$ cat src/design/alu8_pkg.sv
// package for the 8-bit arithmetic and logic datapath
package alu8_pkg;

    localparam int unsigned ALU8_W     = 8;
    localparam int unsigned ALU8_PW    = 16;
    localparam int unsigned ALU8_IMMW  = 6;
    localparam int unsigned ALU8_HBIT  = 4;
    localparam int unsigned ALU8_CLK_MHZ = 250;

    localparam logic [7:0]  ALU8_BYTE_ZERO = 8'h00;
    localparam logic [7:0]  ALU8_BYTE_ONES = 8'hff;
    localparam logic [15:0] ALU8_PAIR_ZERO = 16'h0000;

    // status flag positions in the 6-bit flag vector: {s, v, n, z, c, h}
    localparam int unsigned ALU8_F_H = 0;
    localparam int unsigned ALU8_F_C = 1;
    localparam int unsigned ALU8_F_Z = 2;
    localparam int unsigned ALU8_F_N = 3;
    localparam int unsigned ALU8_F_V = 4;
    localparam int unsigned ALU8_F_S = 5;
    localparam int unsigned ALU8_NFLAGS = 6;

    typedef enum logic [3:0] {
        ALU8_OP_ADD   = 4'h0,
        ALU8_OP_ADDC  = 4'h1,
        ALU8_OP_SUB   = 4'h2,
        ALU8_OP_SUBB  = 4'h3,
        ALU8_OP_AND   = 4'h4,
        ALU8_OP_OR    = 4'h5,
        ALU8_OP_XOR   = 4'h6,
        ALU8_OP_SETM  = 4'h7,
        ALU8_OP_CLRM  = 4'h8,
        ALU8_OP_PADD  = 4'h9,
        ALU8_OP_PSUB  = 4'ha
    } alu8_op_e;

    typedef enum logic [1:0] {
        ALU8_ST_IDLE  = 2'b00,
        ALU8_ST_PAIR1 = 2'b01
    } alu8_state_e;

    // request from the instruction decoder
    typedef struct packed {
        logic        valid;
        alu8_op_e    op;
        logic        use_imm;
        logic [7:0]  dest;
        logic [7:0]  source_operand;
        logic [7:0]  imm;
        logic [15:0] pair;
    } alu8_req_s;

    // answer towards the register file
    typedef struct packed {
        logic        wr8;
        logic [7:0]  res8;
        logic        wr16;
        logic [15:0] res16;
    } alu8_res_s;

endpackage

$ cat src/design/alu8_core.sv
// 8-bit arithmetic and logic datapath with status flags
`timescale 1ns/1ps
module alu8_core
    import alu8_pkg::*;
(
    // clock and reset
    input  wire logic        i_core_clk,
    input  wire logic        i_rst_n,
    // request from decoder
    input  wire alu8_req_s   i_req,
    // results to register file
    output alu8_res_s        o_res,
    output logic             o_busy,
    output logic [5:0]       o_flags
);

    alu8_state_e        state_ff;
    alu8_state_e        nxt_state;
    alu8_res_s          res_ff;
    alu8_res_s          nxt_res;
    logic [5:0]         flags_ff;
    logic [5:0]         nxt_flags;
    logic [15:0]        pair_ff;
    logic [7:0]         pimm_ff;
    logic               psub_ff;
    logic               busy_ff;

    wire logic          take    = i_req.valid && (state_ff == ALU8_ST_IDLE);
    wire logic          cin     = flags_ff[ALU8_F_C];
    wire logic [7:0]    b       = i_req.use_imm ? i_req.imm : i_req.source_operand;
    wire logic [7:0]    a       = i_req.dest;
    wire logic          is_addc = (i_req.op == ALU8_OP_ADDC);
    wire logic          is_subb = (i_req.op == ALU8_OP_SUBB);
    wire logic          is_add  = (i_req.op == ALU8_OP_ADD) || is_addc;
    wire logic          is_sub  = (i_req.op == ALU8_OP_SUB) || is_subb;
    wire logic          is_pair = (i_req.op == ALU8_OP_PADD) || (i_req.op == ALU8_OP_PSUB);
    wire logic          ci      = (is_addc || is_subb) & cin;

    // adder and subtractor with carry/borrow in
    wire logic [8:0]    sum9    = {1'b0, a} + {1'b0, b} + {8'h00, ci};
    wire logic [8:0]    dif9    = {1'b0, a} - {1'b0, b} - {8'h00, ci};
    wire logic [4:0]    hsum    = {1'b0, a[3:0]} + {1'b0, b[3:0]} + {4'h0, ci};
    wire logic [4:0]    hdif    = {1'b0, a[3:0]} - {1'b0, b[3:0]} - {4'h0, ci};
    wire logic          vadd    = (a[7] == b[7]) && (sum9[7] != a[7]);
    wire logic          vsub    = (a[7] != b[7]) && (dif9[7] != a[7]);

    // logic unit
    wire logic [7:0]    lres    = (i_req.op == ALU8_OP_AND)  ? (a & b) :
                                  (i_req.op == ALU8_OP_XOR)  ? (a ^ i_req.source_operand) :
                                  (i_req.op == ALU8_OP_CLRM) ? (a & (ALU8_BYTE_ONES ^ i_req.imm)) :
                                  (i_req.op == ALU8_OP_SETM) ? (a | i_req.imm) :
                                  (a | b);
    wire logic [7:0]    r8      = is_add ? sum9[7:0] : (is_sub ? dif9[7:0] : lres);
    wire logic          v8      = is_add ? vadd : (is_sub ? vsub : 1'b0);
    wire logic          z8      = (r8 == ALU8_BYTE_ZERO);
    wire logic          n8      = r8[7];
    wire logic          c8      = is_add ? sum9[8] : (is_sub ? dif9[8] : cin);
    wire logic          h8      = is_add ? hsum[ALU8_HBIT] :
                                  (is_sub ? hdif[ALU8_HBIT] : flags_ff[ALU8_F_H]);

    // 16-bit pair step, second clock
    wire logic [16:0]   pimm17  = {9'h000, pimm_ff};
    wire logic [16:0]   p17     = psub_ff ? ({1'b0, pair_ff} - pimm17)
                                          : ({1'b0, pair_ff} + pimm17);
    wire logic [15:0]   r16     = p17[15:0];
    wire logic          pv      = psub_ff ? (pair_ff[15] & ~r16[15])
                                          : (~pair_ff[15] & r16[15]);
    wire logic          pn      = r16[15];
    wire logic          pz      = (r16 == ALU8_PAIR_ZERO);

    always_comb begin
        nxt_state = state_ff;
        nxt_res   = '0;
        nxt_flags = flags_ff;
        case (state_ff)
            ALU8_ST_IDLE: begin
                if (take && is_pair) begin
                    nxt_state = ALU8_ST_PAIR1;
                end else if (take) begin
                    nxt_res.wr8  = 1'b1;
                    nxt_res.res8 = r8;
                    nxt_flags[ALU8_F_Z] = z8;
                    nxt_flags[ALU8_F_N] = n8;
                    nxt_flags[ALU8_F_V] = v8;
                    nxt_flags[ALU8_F_S] = n8 ^ v8;
                    nxt_flags[ALU8_F_C] = c8;
                    nxt_flags[ALU8_F_H] = h8;
                end
            end
            ALU8_ST_PAIR1: begin
                nxt_state     = ALU8_ST_IDLE;
                nxt_res.wr16  = 1'b1;
                nxt_res.res16 = r16;
                nxt_flags[ALU8_F_Z] = pz;
                nxt_flags[ALU8_F_N] = pn;
                nxt_flags[ALU8_F_V] = pv;
                nxt_flags[ALU8_F_S] = pn ^ pv;
                nxt_flags[ALU8_F_C] = p17[16];
            end
            default: begin
                nxt_state = ALU8_ST_IDLE;
            end
        endcase
    end

    always_ff @(posedge i_core_clk) begin
        if (!i_rst_n) begin
            state_ff <= ALU8_ST_IDLE;
            res_ff   <= '0;
            flags_ff <= '0;
            pair_ff  <= ALU8_PAIR_ZERO;
            pimm_ff  <= ALU8_BYTE_ZERO;
            psub_ff  <= 1'b0;
            busy_ff  <= 1'b0;
        end else begin
            state_ff <= nxt_state;
            busy_ff  <= (nxt_state == ALU8_ST_PAIR1);
            res_ff   <= nxt_res;
            flags_ff <= nxt_flags;
            if (take && is_pair) begin
                pair_ff <= i_req.pair;
                pimm_ff <= i_req.imm;
                psub_ff <= (i_req.op == ALU8_OP_PSUB);
            end
        end
    end

    assign o_res   = res_ff;
    assign o_flags = flags_ff;
    assign o_busy  = busy_ff;

    // checks
    logic               past_ok_ff;
    always_ff @(posedge i_core_clk) begin
        past_ok_ff <= i_rst_n;
    end

    add_result_a: assert property (@(posedge i_core_clk) disable iff (!i_rst_n)
        (take && is_add) |=> (o_res.wr8 && o_res.res8 == $past(sum9[7:0])))
        else $error("add result wrong");
    pair_two_clk_a: assert property (@(posedge i_core_clk) disable iff (!i_rst_n)
        (take && i_req.op == ALU8_OP_PADD) |=> !o_res.wr16 ##1 o_res.wr16)
        else $error("pair sum not in two clocks");
    sub_result_a: assert property (@(posedge i_core_clk) disable iff (!i_rst_n)
        (take && i_req.op == ALU8_OP_SUB) |=> (o_res.res8 == $past(a - b)))
        else $error("difference wrong");
    borrow_used_a: assert property (@(posedge i_core_clk) disable iff (!i_rst_n)
        (take && is_subb) |=> (o_res.res8 == $past(a - b - {7'h00, cin})))
        else $error("borrow not subtracted");
    pair_diff_a: assert property (@(posedge i_core_clk) disable iff (!i_rst_n)
        (take && i_req.op == ALU8_OP_PSUB) |=> ##1
        (o_res.res16 == $past(i_req.pair, 2) - {8'h00, $past(i_req.imm, 2)}))
        else $error("pair difference wrong");
    and_keeps_c_a: assert property (@(posedge i_core_clk) disable iff (!i_rst_n)
        (take && i_req.op == ALU8_OP_AND) |=> $stable(o_flags[ALU8_F_C]))
        else $error("and changed carry");
    xor_result_a: assert property (@(posedge i_core_clk) disable iff (!i_rst_n)
        (take && i_req.op == ALU8_OP_XOR) |=>
        (o_res.res8 == $past(a ^ i_req.source_operand) && !o_flags[ALU8_F_V]))
        else $error("xor wrong");
    set_mask_a: assert property (@(posedge i_core_clk) disable iff (!i_rst_n)
        (take && i_req.op == ALU8_OP_SETM) |=> (o_res.res8 == $past(a | i_req.imm)))
        else $error("set mask wrong");
    clr_mask_a: assert property (@(posedge i_core_clk) disable iff (!i_rst_n)
        (take && i_req.op == ALU8_OP_CLRM) |=> (o_res.res8 == $past(a & ~i_req.imm)))
        else $error("clear mask wrong");
    sign_flag_a: assert property (@(posedge i_core_clk) disable iff (!i_rst_n)
        (past_ok_ff && (o_res.wr8 || o_res.wr16)) |->
        (o_flags[ALU8_F_S] == (o_flags[ALU8_F_N] ^ o_flags[ALU8_F_V])))
        else $error("sign flag wrong");
    pair_sum_a: assert property (@(posedge i_core_clk) disable iff (!i_rst_n)
        (take && i_req.op == ALU8_OP_PADD) |=> ##1
        (o_res.wr16 && o_res.res16 == $past(i_req.pair, 2) + {8'h00, $past(i_req.imm, 2)}))
        else $error("pair sum wrong");
    pdiff_two_clk_a: assert property (@(posedge i_core_clk) disable iff (!i_rst_n)
        (take && i_req.op == ALU8_OP_PSUB) |=> !o_res.wr16 ##1 o_res.wr16)
        else $error("pair difference not in two clocks");
    busy_refuse_a: assert property (@(posedge i_core_clk) disable iff (!i_rst_n)
        o_busy |=> (!o_res.wr8 && o_res.wr16 && !o_busy))
        else $error("request taken while busy");
    add_carry_a: assert property (@(posedge i_core_clk) disable iff (!i_rst_n)
        (take && i_req.op == ALU8_OP_ADD) |=>
        (o_flags[ALU8_F_C] == ($past(a) > (ALU8_BYTE_ONES - $past(b)))))
        else $error("add carry wrong");
    sub_borrow_a: assert property (@(posedge i_core_clk) disable iff (!i_rst_n)
        (take && i_req.op == ALU8_OP_SUB) |=> (o_flags[ALU8_F_C] == ($past(a) < $past(b))))
        else $error("subtract borrow wrong");
    zero_flag_a: assert property (@(posedge i_core_clk) disable iff (!i_rst_n)
        o_res.wr8 |-> (o_flags[ALU8_F_Z] == (o_res.res8 == ALU8_BYTE_ZERO)))
        else $error("zero flag wrong");
    neg_flag_a: assert property (@(posedge i_core_clk) disable iff (!i_rst_n)
        o_res.wr8 |-> (o_flags[ALU8_F_N] == o_res.res8[ALU8_W-1]))
        else $error("negative flag wrong");
    pair_zero_a: assert property (@(posedge i_core_clk) disable iff (!i_rst_n)
        o_res.wr16 |-> (o_flags[ALU8_F_Z] == (o_res.res16 == ALU8_PAIR_ZERO)))
        else $error("pair zero flag wrong");
    and_clears_v_a: assert property (@(posedge i_core_clk) disable iff (!i_rst_n)
        (take && i_req.op == ALU8_OP_AND) |=> !o_flags[ALU8_F_V])
        else $error("and left overflow set");
    or_keeps_c_a: assert property (@(posedge i_core_clk) disable iff (!i_rst_n)
        (take && i_req.op == ALU8_OP_OR) |=>
        ($stable(o_flags[ALU8_F_C]) && o_res.res8 == $past(a | b)))
        else $error("or wrong");
    pair_keeps_h_a: assert property (@(posedge i_core_clk) disable iff (!i_rst_n)
        (take && is_pair) |=> ##1 $stable(o_flags[ALU8_F_H]))
        else $error("pair op changed half carry");
    reset_clear_a: assert property (@(posedge i_core_clk)
        (!i_rst_n) |=> (o_res == '0 && o_flags == '0 && !o_busy))
        else $error("outputs not cleared by reset");

endmodule

$ cat config.mk
export PLATFORM = sky130hd
export DESIGN_NAME = alu8_core
export DESIGN_NICKNAME = d
export VERILOG_FILES = /design/src/design/alu8_pkg.sv /design/src/design/alu8_core.sv
export SDC_FILE = /design/constraint.sdc
export NUM_CORES = 1
export LEC_CHECK = 0
export ABC_AREA = 1
export BUFFER_PORTS_ARGS = -buffer_cell sky130_fd_sc_hd__buf_2
export CORE_MARGIN = 8
export CORE_UTILIZATION = 50
export DETAILED_ROUTE_END_ITERATION = 7
export PLACE_DENSITY = 0.72
export SYNTH_ARGS = -nofsm -noshare
export SYNTH_HDL_FRONTEND = slang
export SYNTH_SLANG_ARGS = --single-unit
$ cat constraint.sdc
create_clock -name i_core_clk -period 4.3 [get_ports i_core_clk]
set_clock_uncertainty 0.2 [all_clocks]
set_input_delay 0.86 -clock i_core_clk [delete_from_list [all_inputs] [get_ports i_core_clk]]
set_output_delay 0.86 -clock i_core_clk [all_outputs]
set_load 0.02 [all_outputs]
Yosys cells after proc, flatten, opt, wreduce, memory -nomap -nowiden
Cells that the tools add are included.
{ "totals": {"in_bits": 48, "wordCells": 99, "regBits": 60, "output_inout_bits": 33} }
{ "op_classes": {"n_reduce_logical": 20, "addsub": 10, "n_mux": 22, "eq_ne": 18, "bitwise_logic": 17} }
{ "ops": {"columns": ["op", "count"], "rows": [
  ["$mux 8", 7],
  ["$mux 17", 2],
  ["$add 16x8->17", 1],
  ["$sub 16x8->17", 1],
  ["$and 8x8->8", 2],
  ["$logic_not 16->1", 1],
  ["$or 8x8->8", 2],
  ["$eq 4x3->1 const B", 3],
  ["$eq 4x4->1 const B", 3],
  ["$mux 6", 2],
  ["$pmux 5 s2", 1],
  ["$add 8x8->9", 1],
  ["$add 9x1->9", 1],
  ["$mux 9", 1],
  ["$sub 8x8->9", 1],
  ["$sub 9x1->9", 1],
  ["$eq 4x2->1 const B", 2],
  ["$logic_not 8->1", 1],
  ["$not 8->8", 1],
  ["$reduce_and 4->1", 2],
  ["$xor 8x8->8", 1],
  ["$mux 1", 7],
  ["$not 1->1", 6],
  ["$add 4x4->5", 1],
  ["21 further kinds", 36]
]} }

Logic depth before layout (Yosys ltp)
Gate-level depths: netlist (run 1).
{ "depth": {"ltp_word": 12, "ltp_mapped": 24, "ltp_nobuf": 24} }

Least setup slack after synthesis (run 1)
OpenSTA, ideal clock, no wires.
{ "synth_path": {"path_type": "input to register", "start": "input port i_req[40] (netlist name)", "end": "register flags_ff[2] (netlist: o_flags[2])", "path_slack_ns": 1.001, "path_buffers": 1, "t_arrival_ns": 2.990, "setup_ns": 0.109, "stages": 18, "required_ns": 3.991, "path_cell_list": "buf_2 -> nand2_1 -> nand2_1 -> fa_1 -> fa_1 -> nand2_1 -> inv_1 -> o21ai_0 -> xor2_1 -> nand2_1 -> nand3_1 -> nand2_1 -> nand2_1 -> nor2_1 -> nand3_1 -> nand3_1 -> nand2_1 -> inv_1"} }
{ "synth_via": {"elab_chain_cells": 12, "elab_cells_between_ends": 17, "cone_classes": "4 x add/sub; 10 x mux; 2 x bitwise; 1 x reduce/logical"} }
{ "synth_rtl": {"columns": ["element", "line", "source"], "rows": [
  ["start: declaration", "alu8_core.sv:10", "input wire alu8_req_s i_req,"],
  ["$mux 8 (*)", "alu8_core.sv:30", "wire logic [7:0] b = i_req.use_imm ? i_req.imm : i_req.source_operand;"],
  ["parallel branches: the longest is 6 deep, another holds $sub 8x8->9", null, null],
  ["$mux 8 (*)", "alu8_core.sv:53", "wire logic [7:0] r8 = is_add ? sum9[7:0] : (is_sub ? dif9[7:0] : lres);"],
  ["$logic_not 8->1 (*)", "alu8_core.sv:55", "wire logic z8 = (r8 == ALU8_BYTE_ZERO);"],
  ["$mux 6 (*)", "alu8_core.sv:79", "end else if (take) begin"],
  ["$mux 6 (*)", "alu8_core.sv:77", "if (take && is_pair) begin"],
  ["$pmux 5 s2 (*)", "alu8_core.sv:75", "case (state_ff)"],
  ["end signal: assignment", "alu8_core.sv:119", "flags_ff <= nxt_flags;"],
  ["end: declaration", "alu8_core.sv:21", "logic [5:0] flags_ff;"]
]} }
Every way passes the cells marked *. The select of a mux whose other input is x is not followed.
A chain may end at the register's enable or synchronous reset.

Worst setup path after layout (run 1)
Same ends and word-level chain as after synthesis.

==> results.sh, run 1 <==
export IMPL_status="completed"
export IMPL_cts_root_buf="clkbuf_8"
export IMPL_clk_latency_ns=0.35
export IMPL_boundaryPins=81
export IMPL_fill_cells=1019
export IMPL_finalCriticalPeriod_ns=3.49
export IMPL_tightestPinTransition_ns=0.652
export IMPL_slew_violations=0
export IMPL_crit_fanout=12
export IMPL_yosysWarnings=0
export IMPL_stdcell_area_sq_mm=0.00560
export IMPL_leakage_nw=3.12
export IMPL_p_per_area_mw_per_mm2=308
export IMPL_die_w_microns=115
export IMPL_drc=0
export IMPL_hold_viol_final=0
export IMPL_dp_hpwl_microns=12400
export IMPL_overflow=0
export IMPL_post_cts_buffers=0
export IMPL_hold_path_class="reg -> reg"
export IMPL_vias=5142
export IMPL_drtIter0Drc=322
export IMPL_clockBufferDepth=2
export IMPL_grt_antenna_before_repair=0
export IMPL_drv_cap=0
export IMPL_synth_edf_count=0
export IMPL_grt_pass1_vias=5055
export IMPL_cts_htree_levels=3
export IMPL_ir_drop_mv=0.113
export IMPL_ant_nets=0
export IMPL_seq_area_frac_synth_pct=24.7
export IMPL_timing_setup_tns_ns=0
export IMPL_cp_arrival_ns=3.52
export IMPL_period_share_pct=81.1
export IMPL_synthesis_area_sq_mm=0.00486
export IMPL_endpoint_kind="register"
export IMPL_die_height_microns=115
export IMPL_relSlewSlack_pct=56.1
export IMPL_async_flop_share_pct=0
export IMPL_io_buffers=80
export IMPL_globalplace_congestion=0.913
export IMPL_start_util_pct=50.7
export IMPL_first_pass_iters=7
export IMPL_core_sq_mm=0.00959
export IMPL_drive_gt1_share_pct=14.2
export IMPL_layout_area_overhead_vs_synth_pct=15.1
export IMPL_tritoncts="built"
export IMPL_synth_ff_type="dfxtp_1"
export IMPL_vias_per_cell=5.18
export IMPL_rsz0062_at_grt="false"
export IMPL_cts_made_buffers=9
export IMPL_die_area_sq_mm=0.0131
export IMPL_rows=36
export IMPL_fin_nets=949
export IMPL_syn_inst=773
export IMPL_synth_seq_cells=60
export IMPL_syn_nets=866
export IMPL_cts_reportedPaths_clkPinSlew_ns=0.07
export IMPL_required_ns=4.34
export IMPL_synth_distinct_cells=37
export IMPL_fmax_mhz=287
export IMPL_synth_area_per_cell_sq_um=6.29
export IMPL_routedWlPerCell_microns=15.0
export IMPL_grt_max_degree=22
export IMPL_cts_resized_gates=0
export IMPL_place_area_sq_mm=0.00539
export IMPL_diodes=0
export IMPL_critPathLaunchType="input pin"
export IMPL_drt_total_wl_microns=14900
export IMPL_path_class="in -> reg"
export IMPL_cts_sinks=60
export IMPL_cts_hold_buf=0
export IMPL_finalSetupViolCount=0
export IMPL_grt_first_pass_wirelength_microns=24000
export IMPL_grt_usage_pct=23.3
area by class of cell:
type	count	area, sq um	share of cell area, %
clock inverters	5	77.6	1.39
clock buffers	10	128	2.28
flip-flops and latches	60	1200	21.5
multi-input cells	569	3110	55.5
well taps	133	166	2.97
inverters	135	510	9.12
repair buffers	81	408	7.29
sequential cells by signal, summed over array words and instances, names as in the netlist:
| register | flops |
|---|---|
| o_busy | 1 |
| o_flags | 6 |
| o_res | 26 |
| pair_ff | 16 |
| pimm_ff | 8 |
| psub_ff | 1 |
| state_ff | 2 |
cells by family after synthesis:
| kind of cell | count (synthesis) | synth area share [%] |
|---|---|---|
| AOI/OAI and AO/OA | 119 | 14.2 |
| xor gates and xnor gates | 20 | 3.60 |
| buffers and inverters | 144 | 11.4 |
| DFF | 60 | 24.7 |
| adders and majority gates | 45 | 12.3 |
| other | 1 | 0.0771 |
| and+or+nand+nor | 384 | 33.7 |
Yosys cell counts, drive strengths merged (4+ instances only):
library cell / number / area [sq um]
a22o: 14 / 123
clkbuf: 4 / 15.0
nor3: 6 / 35.0
o21ai: 42 / 210
ha: 40 / 500
inv: 133 / 502
nand4: 8 / 50.1
nand3: 59 / 295
xor2: 14 / 123
nor2: 77 / 317
nand3b: 6 / 45.0
a21oi: 43 / 215
fa: 5 / 100
buf: 5 / 31.3
o21a: 4 / 30.0
o22ai: 4 / 25.0
xnor2: 6 / 52.6
dfxtp: 60 / 1200
nand2: 226 / 883
worst max-delay path, cell delays in order:
cell,delay [ns]
buf_2,0.21
inv_1,0.15
nand2_1,0.08
nand2_1,0.14
fa_1,0.47
fa_1,0.43
nand2_1,0.08
inv_1,0.06
o21ai_0,0.30
xor2_1,0.18
nand2_1,0.06
nand3_1,0.07
nand2_1,0.09
nand2_1,0.06
nor2_1,0.04
nand3_1,0.07
nand3_1,0.07
nand2_1,0.06
inv_1,0.04
layer usage:
metal  part of all wire, %  global-route usage (%)
met5                     0                       0
met1                    45                    27.2
met2                    47                    39.9
met4                   3.2                    10.1
met3                   4.7                    5.01
worst paths after layout:
check / startpoint / endpoint / slack (ns) / cells after the start
setup / recovery: i_req[40] / o_flags[2]$_SDFFE_PN0P_ / 0.81 / 19
hold / removal: pair_ff[4]$_SDFFE_PN0P_ / pair_ff[4]$_SDFFE_PN0P_ / 0.28 / 1
setup reg to reg: pimm_ff[0]$_SDFFE_PN0P_ / o_flags[2]$_SDFFE_PN0P_ / 0.86 / 21
hold reg to reg: pair_ff[4]$_SDFFE_PN0P_ / pair_ff[4]$_SDFFE_PN0P_ / 0.28 / 1
per-stage QoR:
stage          total power, mW  setup WS (ns)  cells  utilization, %  hold slack, ns
2_1_floorplan             1.02           1.00    773               -           0.249
3_3_place_gp              1.17          0.568    978            56.2           0.266
3_5_place_dp              1.18          0.484    978            56.2           0.268
4_1_cts                   1.73          0.827    993            58.3           0.286
5_1_grt                   1.85          0.482    993            58.3           0.296
6_report                  1.72          0.815    993            58.3           0.281
layout by cell type, fill, tap and decap left out, types with 4 or more instances in the layout:
master	instances
nand3b_1	6
xnor2_1	6
o21ai_1	4
nand3_1	59
nand2_1	216
ha_1	40
xor2_1	14
a21oi_1	43
nor2_1	72
fa_1	5
o22ai_1	4
clkbuf_8	9
nor3_1	5
a22o_1	14
buf_2	80
nand2_2	8
o21ai_0	38
inv_2	7
dfxtp_1	60
o21a_1	4
nand4_1	8
inv_1	125
power by group:
group	internal, mW	switching [mW]	total [mW]
logic	0.204	0.401	0.606
clock network	0.321	0.222	0.543
registers	0.567	0.00641	0.573
(Power assumes the default switching activity.)
==> run 2, diff against run 1 <==
- clock period: 4.3 -> 3.4 ns (I/O delays scaled with it)
==> run 2 against run 1 <==
Effect of this change: total power increased by 36%; wire length increased by 1.4%; die area unchanged; global-route usage increased by 0.31 points; core utilization increased by 2.5 points; sequential cell count unchanged; sequential power increased by 27%; non-clock buffer count increased by 16; clock-buffer cell count unchanged; sequential share of layout area decreased by 0.85 points; register-to-register slack got worse by 0.63 ns; combinational power increased by 34%.
==> results.sh, run 2 (synthesized netlist as in run 1, its figures left out) <==
export IMPL_status="completed"
export IMPL_grt_first_pass_wirelength_microns=24500
export IMPL_die_height_microns=115
export IMPL_clk_latency_ns=0.35
export IMPL_drv_cap=0
export IMPL_rows=36
export IMPL_wl_met2_microns=7060
export IMPL_worstPathCellList="inv_1 -> ha_1 -> inv_1 -> nor2_2 -> inv_1 -> nor3_4 -> buf_4 -> a21oi_4 -> inv_1 -> ha_2 -> nand2_1 -> nor2_1 -> nand3_1 -> nand2_1 -> nand2_1 -> nand2_1 -> nand2_1 -> nor2_1 -> nand4_1 -> nand3_1 -> nand2_1 -> inv_1"
export IMPL_stdcell_area_sq_mm=0.00584
export IMPL_boundaryPins=81
export IMPL_place_area_sq_mm=0.00551
export IMPL_final_cell_mix="nand2_1, inv_1, buf_2, nor2_1, nand3_1"
export IMPL_cts_hold_buf=0
export IMPL_drt_total_wl_microns=15100
export IMPL_tritoncts="built"
export IMPL_start_util_pct=50.7
export IMPL_dp_hpwl_microns=12300
export IMPL_required_ns=3.50
export IMPL_grt_max_degree=22
export IMPL_ir_drop_mv=0.197
export IMPL_path_class="reg -> reg"
export IMPL_grt_pass1_vias=5192
export IMPL_grt_usage_pct=23.6
export IMPL_io_buffers=80
export IMPL_period_share_pct=93.2
export IMPL_die_area_sq_mm=0.0131
export IMPL_wl_met3_microns=865
export IMPL_slew_violations=0
export IMPL_fin_nets=965
export IMPL_cp_arrival_ns=3.27
export IMPL_cts_reportedPaths_clkPinSlew_ns=0.07
export IMPL_p_per_area_mw_per_mm2=401
export IMPL_routedWlPerCell_microns=14.9
export IMPL_cts_made_buffers=9
export IMPL_post_route_util_pct=60.9
export IMPL_relSlewSlack_pct=63.5
export IMPL_vias=5219
export IMPL_finalSetupViolCount=0
export IMPL_path_common_cell="nand2_1"
export IMPL_overflow=0
export IMPL_leakage_nw=3.23
export IMPL_cts_root_buf="clkbuf_8"
export IMPL_diodes=0
export IMPL_critPathLaunchType="register"
export IMPL_top_layer="met4"
export IMPL_timing_hold_ws_ns=0.289
export IMPL_largest_reg_flops=26
export IMPL_crit_fanout=6
export IMPL_cts_htree_levels=3
export IMPL_hold_path_class="reg -> reg"
export IMPL_timing_setup_tns_ns=0
export IMPL_layout_area_overhead_vs_synth_pct=20.1
export IMPL_endpoint_kind="register"
export IMPL_drtIter0Drc=326
export IMPL_grt_antenna_before_repair=0
export IMPL_vias_per_cell=5.17
export IMPL_slowest_stage="ha_2"
export IMPL_globalplace_congestion=0.953
export IMPL_hold_viol_final=0
export IMPL_tightestPinTransition_ns=0.542
export IMPL_met1_length_microns=6700
export IMPL_finalCriticalPeriod_ns=3.17
export IMPL_ant_nets=0
export IMPL_first_pass_iters=5
export IMPL_layout_commonest_cell="nand2_1"
export IMPL_drc=0
export IMPL_core_sq_mm=0.00959
export IMPL_fmax_mhz=316
export IMPL_drive_gt1_share_pct=17.6
export IMPL_slowest_delay_ns=0.40
export IMPL_clockBufferDepth=2
export IMPL_cts_sinks=60
export IMPL_die_w_microns=115
export IMPL_dp_cells=992
export IMPL_stdcell_count=1010
-- run 2: power breakdown --
| part | internal (mW) | switching (mW) | total [mW] |
|---|---|---|---|
| Combinational | 0.292 | 0.520 | 0.812 |
| Clock | 0.506 | 0.299 | 0.805 |
| Sequential | 0.717 | 0.00878 | 0.725 |
-- run 2: layout make-up --
type | instances | area, sq um
Fill cell | 989 | 3750
Multi-Input combinational cell | 569 | 3170
Sequential cell | 60 | 1200
Timing Repair Buffer | 97 | 541
Inverter | 135 | 510
Tap cell | 133 | 166
Clock buffer | 10 | 138
Clock inverter | 6 | 111
-- run 2: worst max-delay path, delay by kind of cell (launching register included) --
family / cells / cell delay (ns)
buffers and inverters: 6 / 0.53
AOI/OAI and AO/OA: 1 / 0.18
adders and majority gates: 2 / 0.58
DFF: 1 / 0.35
and+or+nand+nor: 13 / 1.24
-- run 2: per-layer routing --
metal / vias up / global-route usage (%)
met3: 33 / 3.90
met1: 2356 / 28.1
met5: - / 0
li1: 2660 / -
met4: 0 / 11.4
met2: 170 / 40.3
-- run 2: path summary, 6_finish.rpt --
path              slack, ns                     from                 endpoint  cells past startpoint
setup reg to reg       0.23  pimm_ff[0]$_SDFFE_PN0P_  o_flags[2]$_SDFFE_PN0P_                     22
setup / recovery       0.23  pimm_ff[0]$_SDFFE_PN0P_  o_flags[2]$_SDFFE_PN0P_                     22
hold / removal         0.29  pair_ff[7]$_SDFFE_PN0P_  pair_ff[7]$_SDFFE_PN0P_                      1
hold reg to reg        0.29  pair_ff[7]$_SDFFE_PN0P_  pair_ff[7]$_SDFFE_PN0P_                      1
-- run 2: through the flow --
stage / total power, mW / worst slack, ns
floorplan: 1.29 / 0.281
global placement: 1.51 / 0.0542
detailed placement: 1.52 / 0.0187
CTS: 2.33 / 0.0315
global route: 2.49 / -0.0115
finish: 2.34 / 0.232
-- run 2: repair_timing --
item | in CTS | in global routing
endpoints found under the hold margin | 0 | 0
resized for setup | 0 | 17
buffers inserted | 0 | 2
setup endpoints to repair | 0 | 3
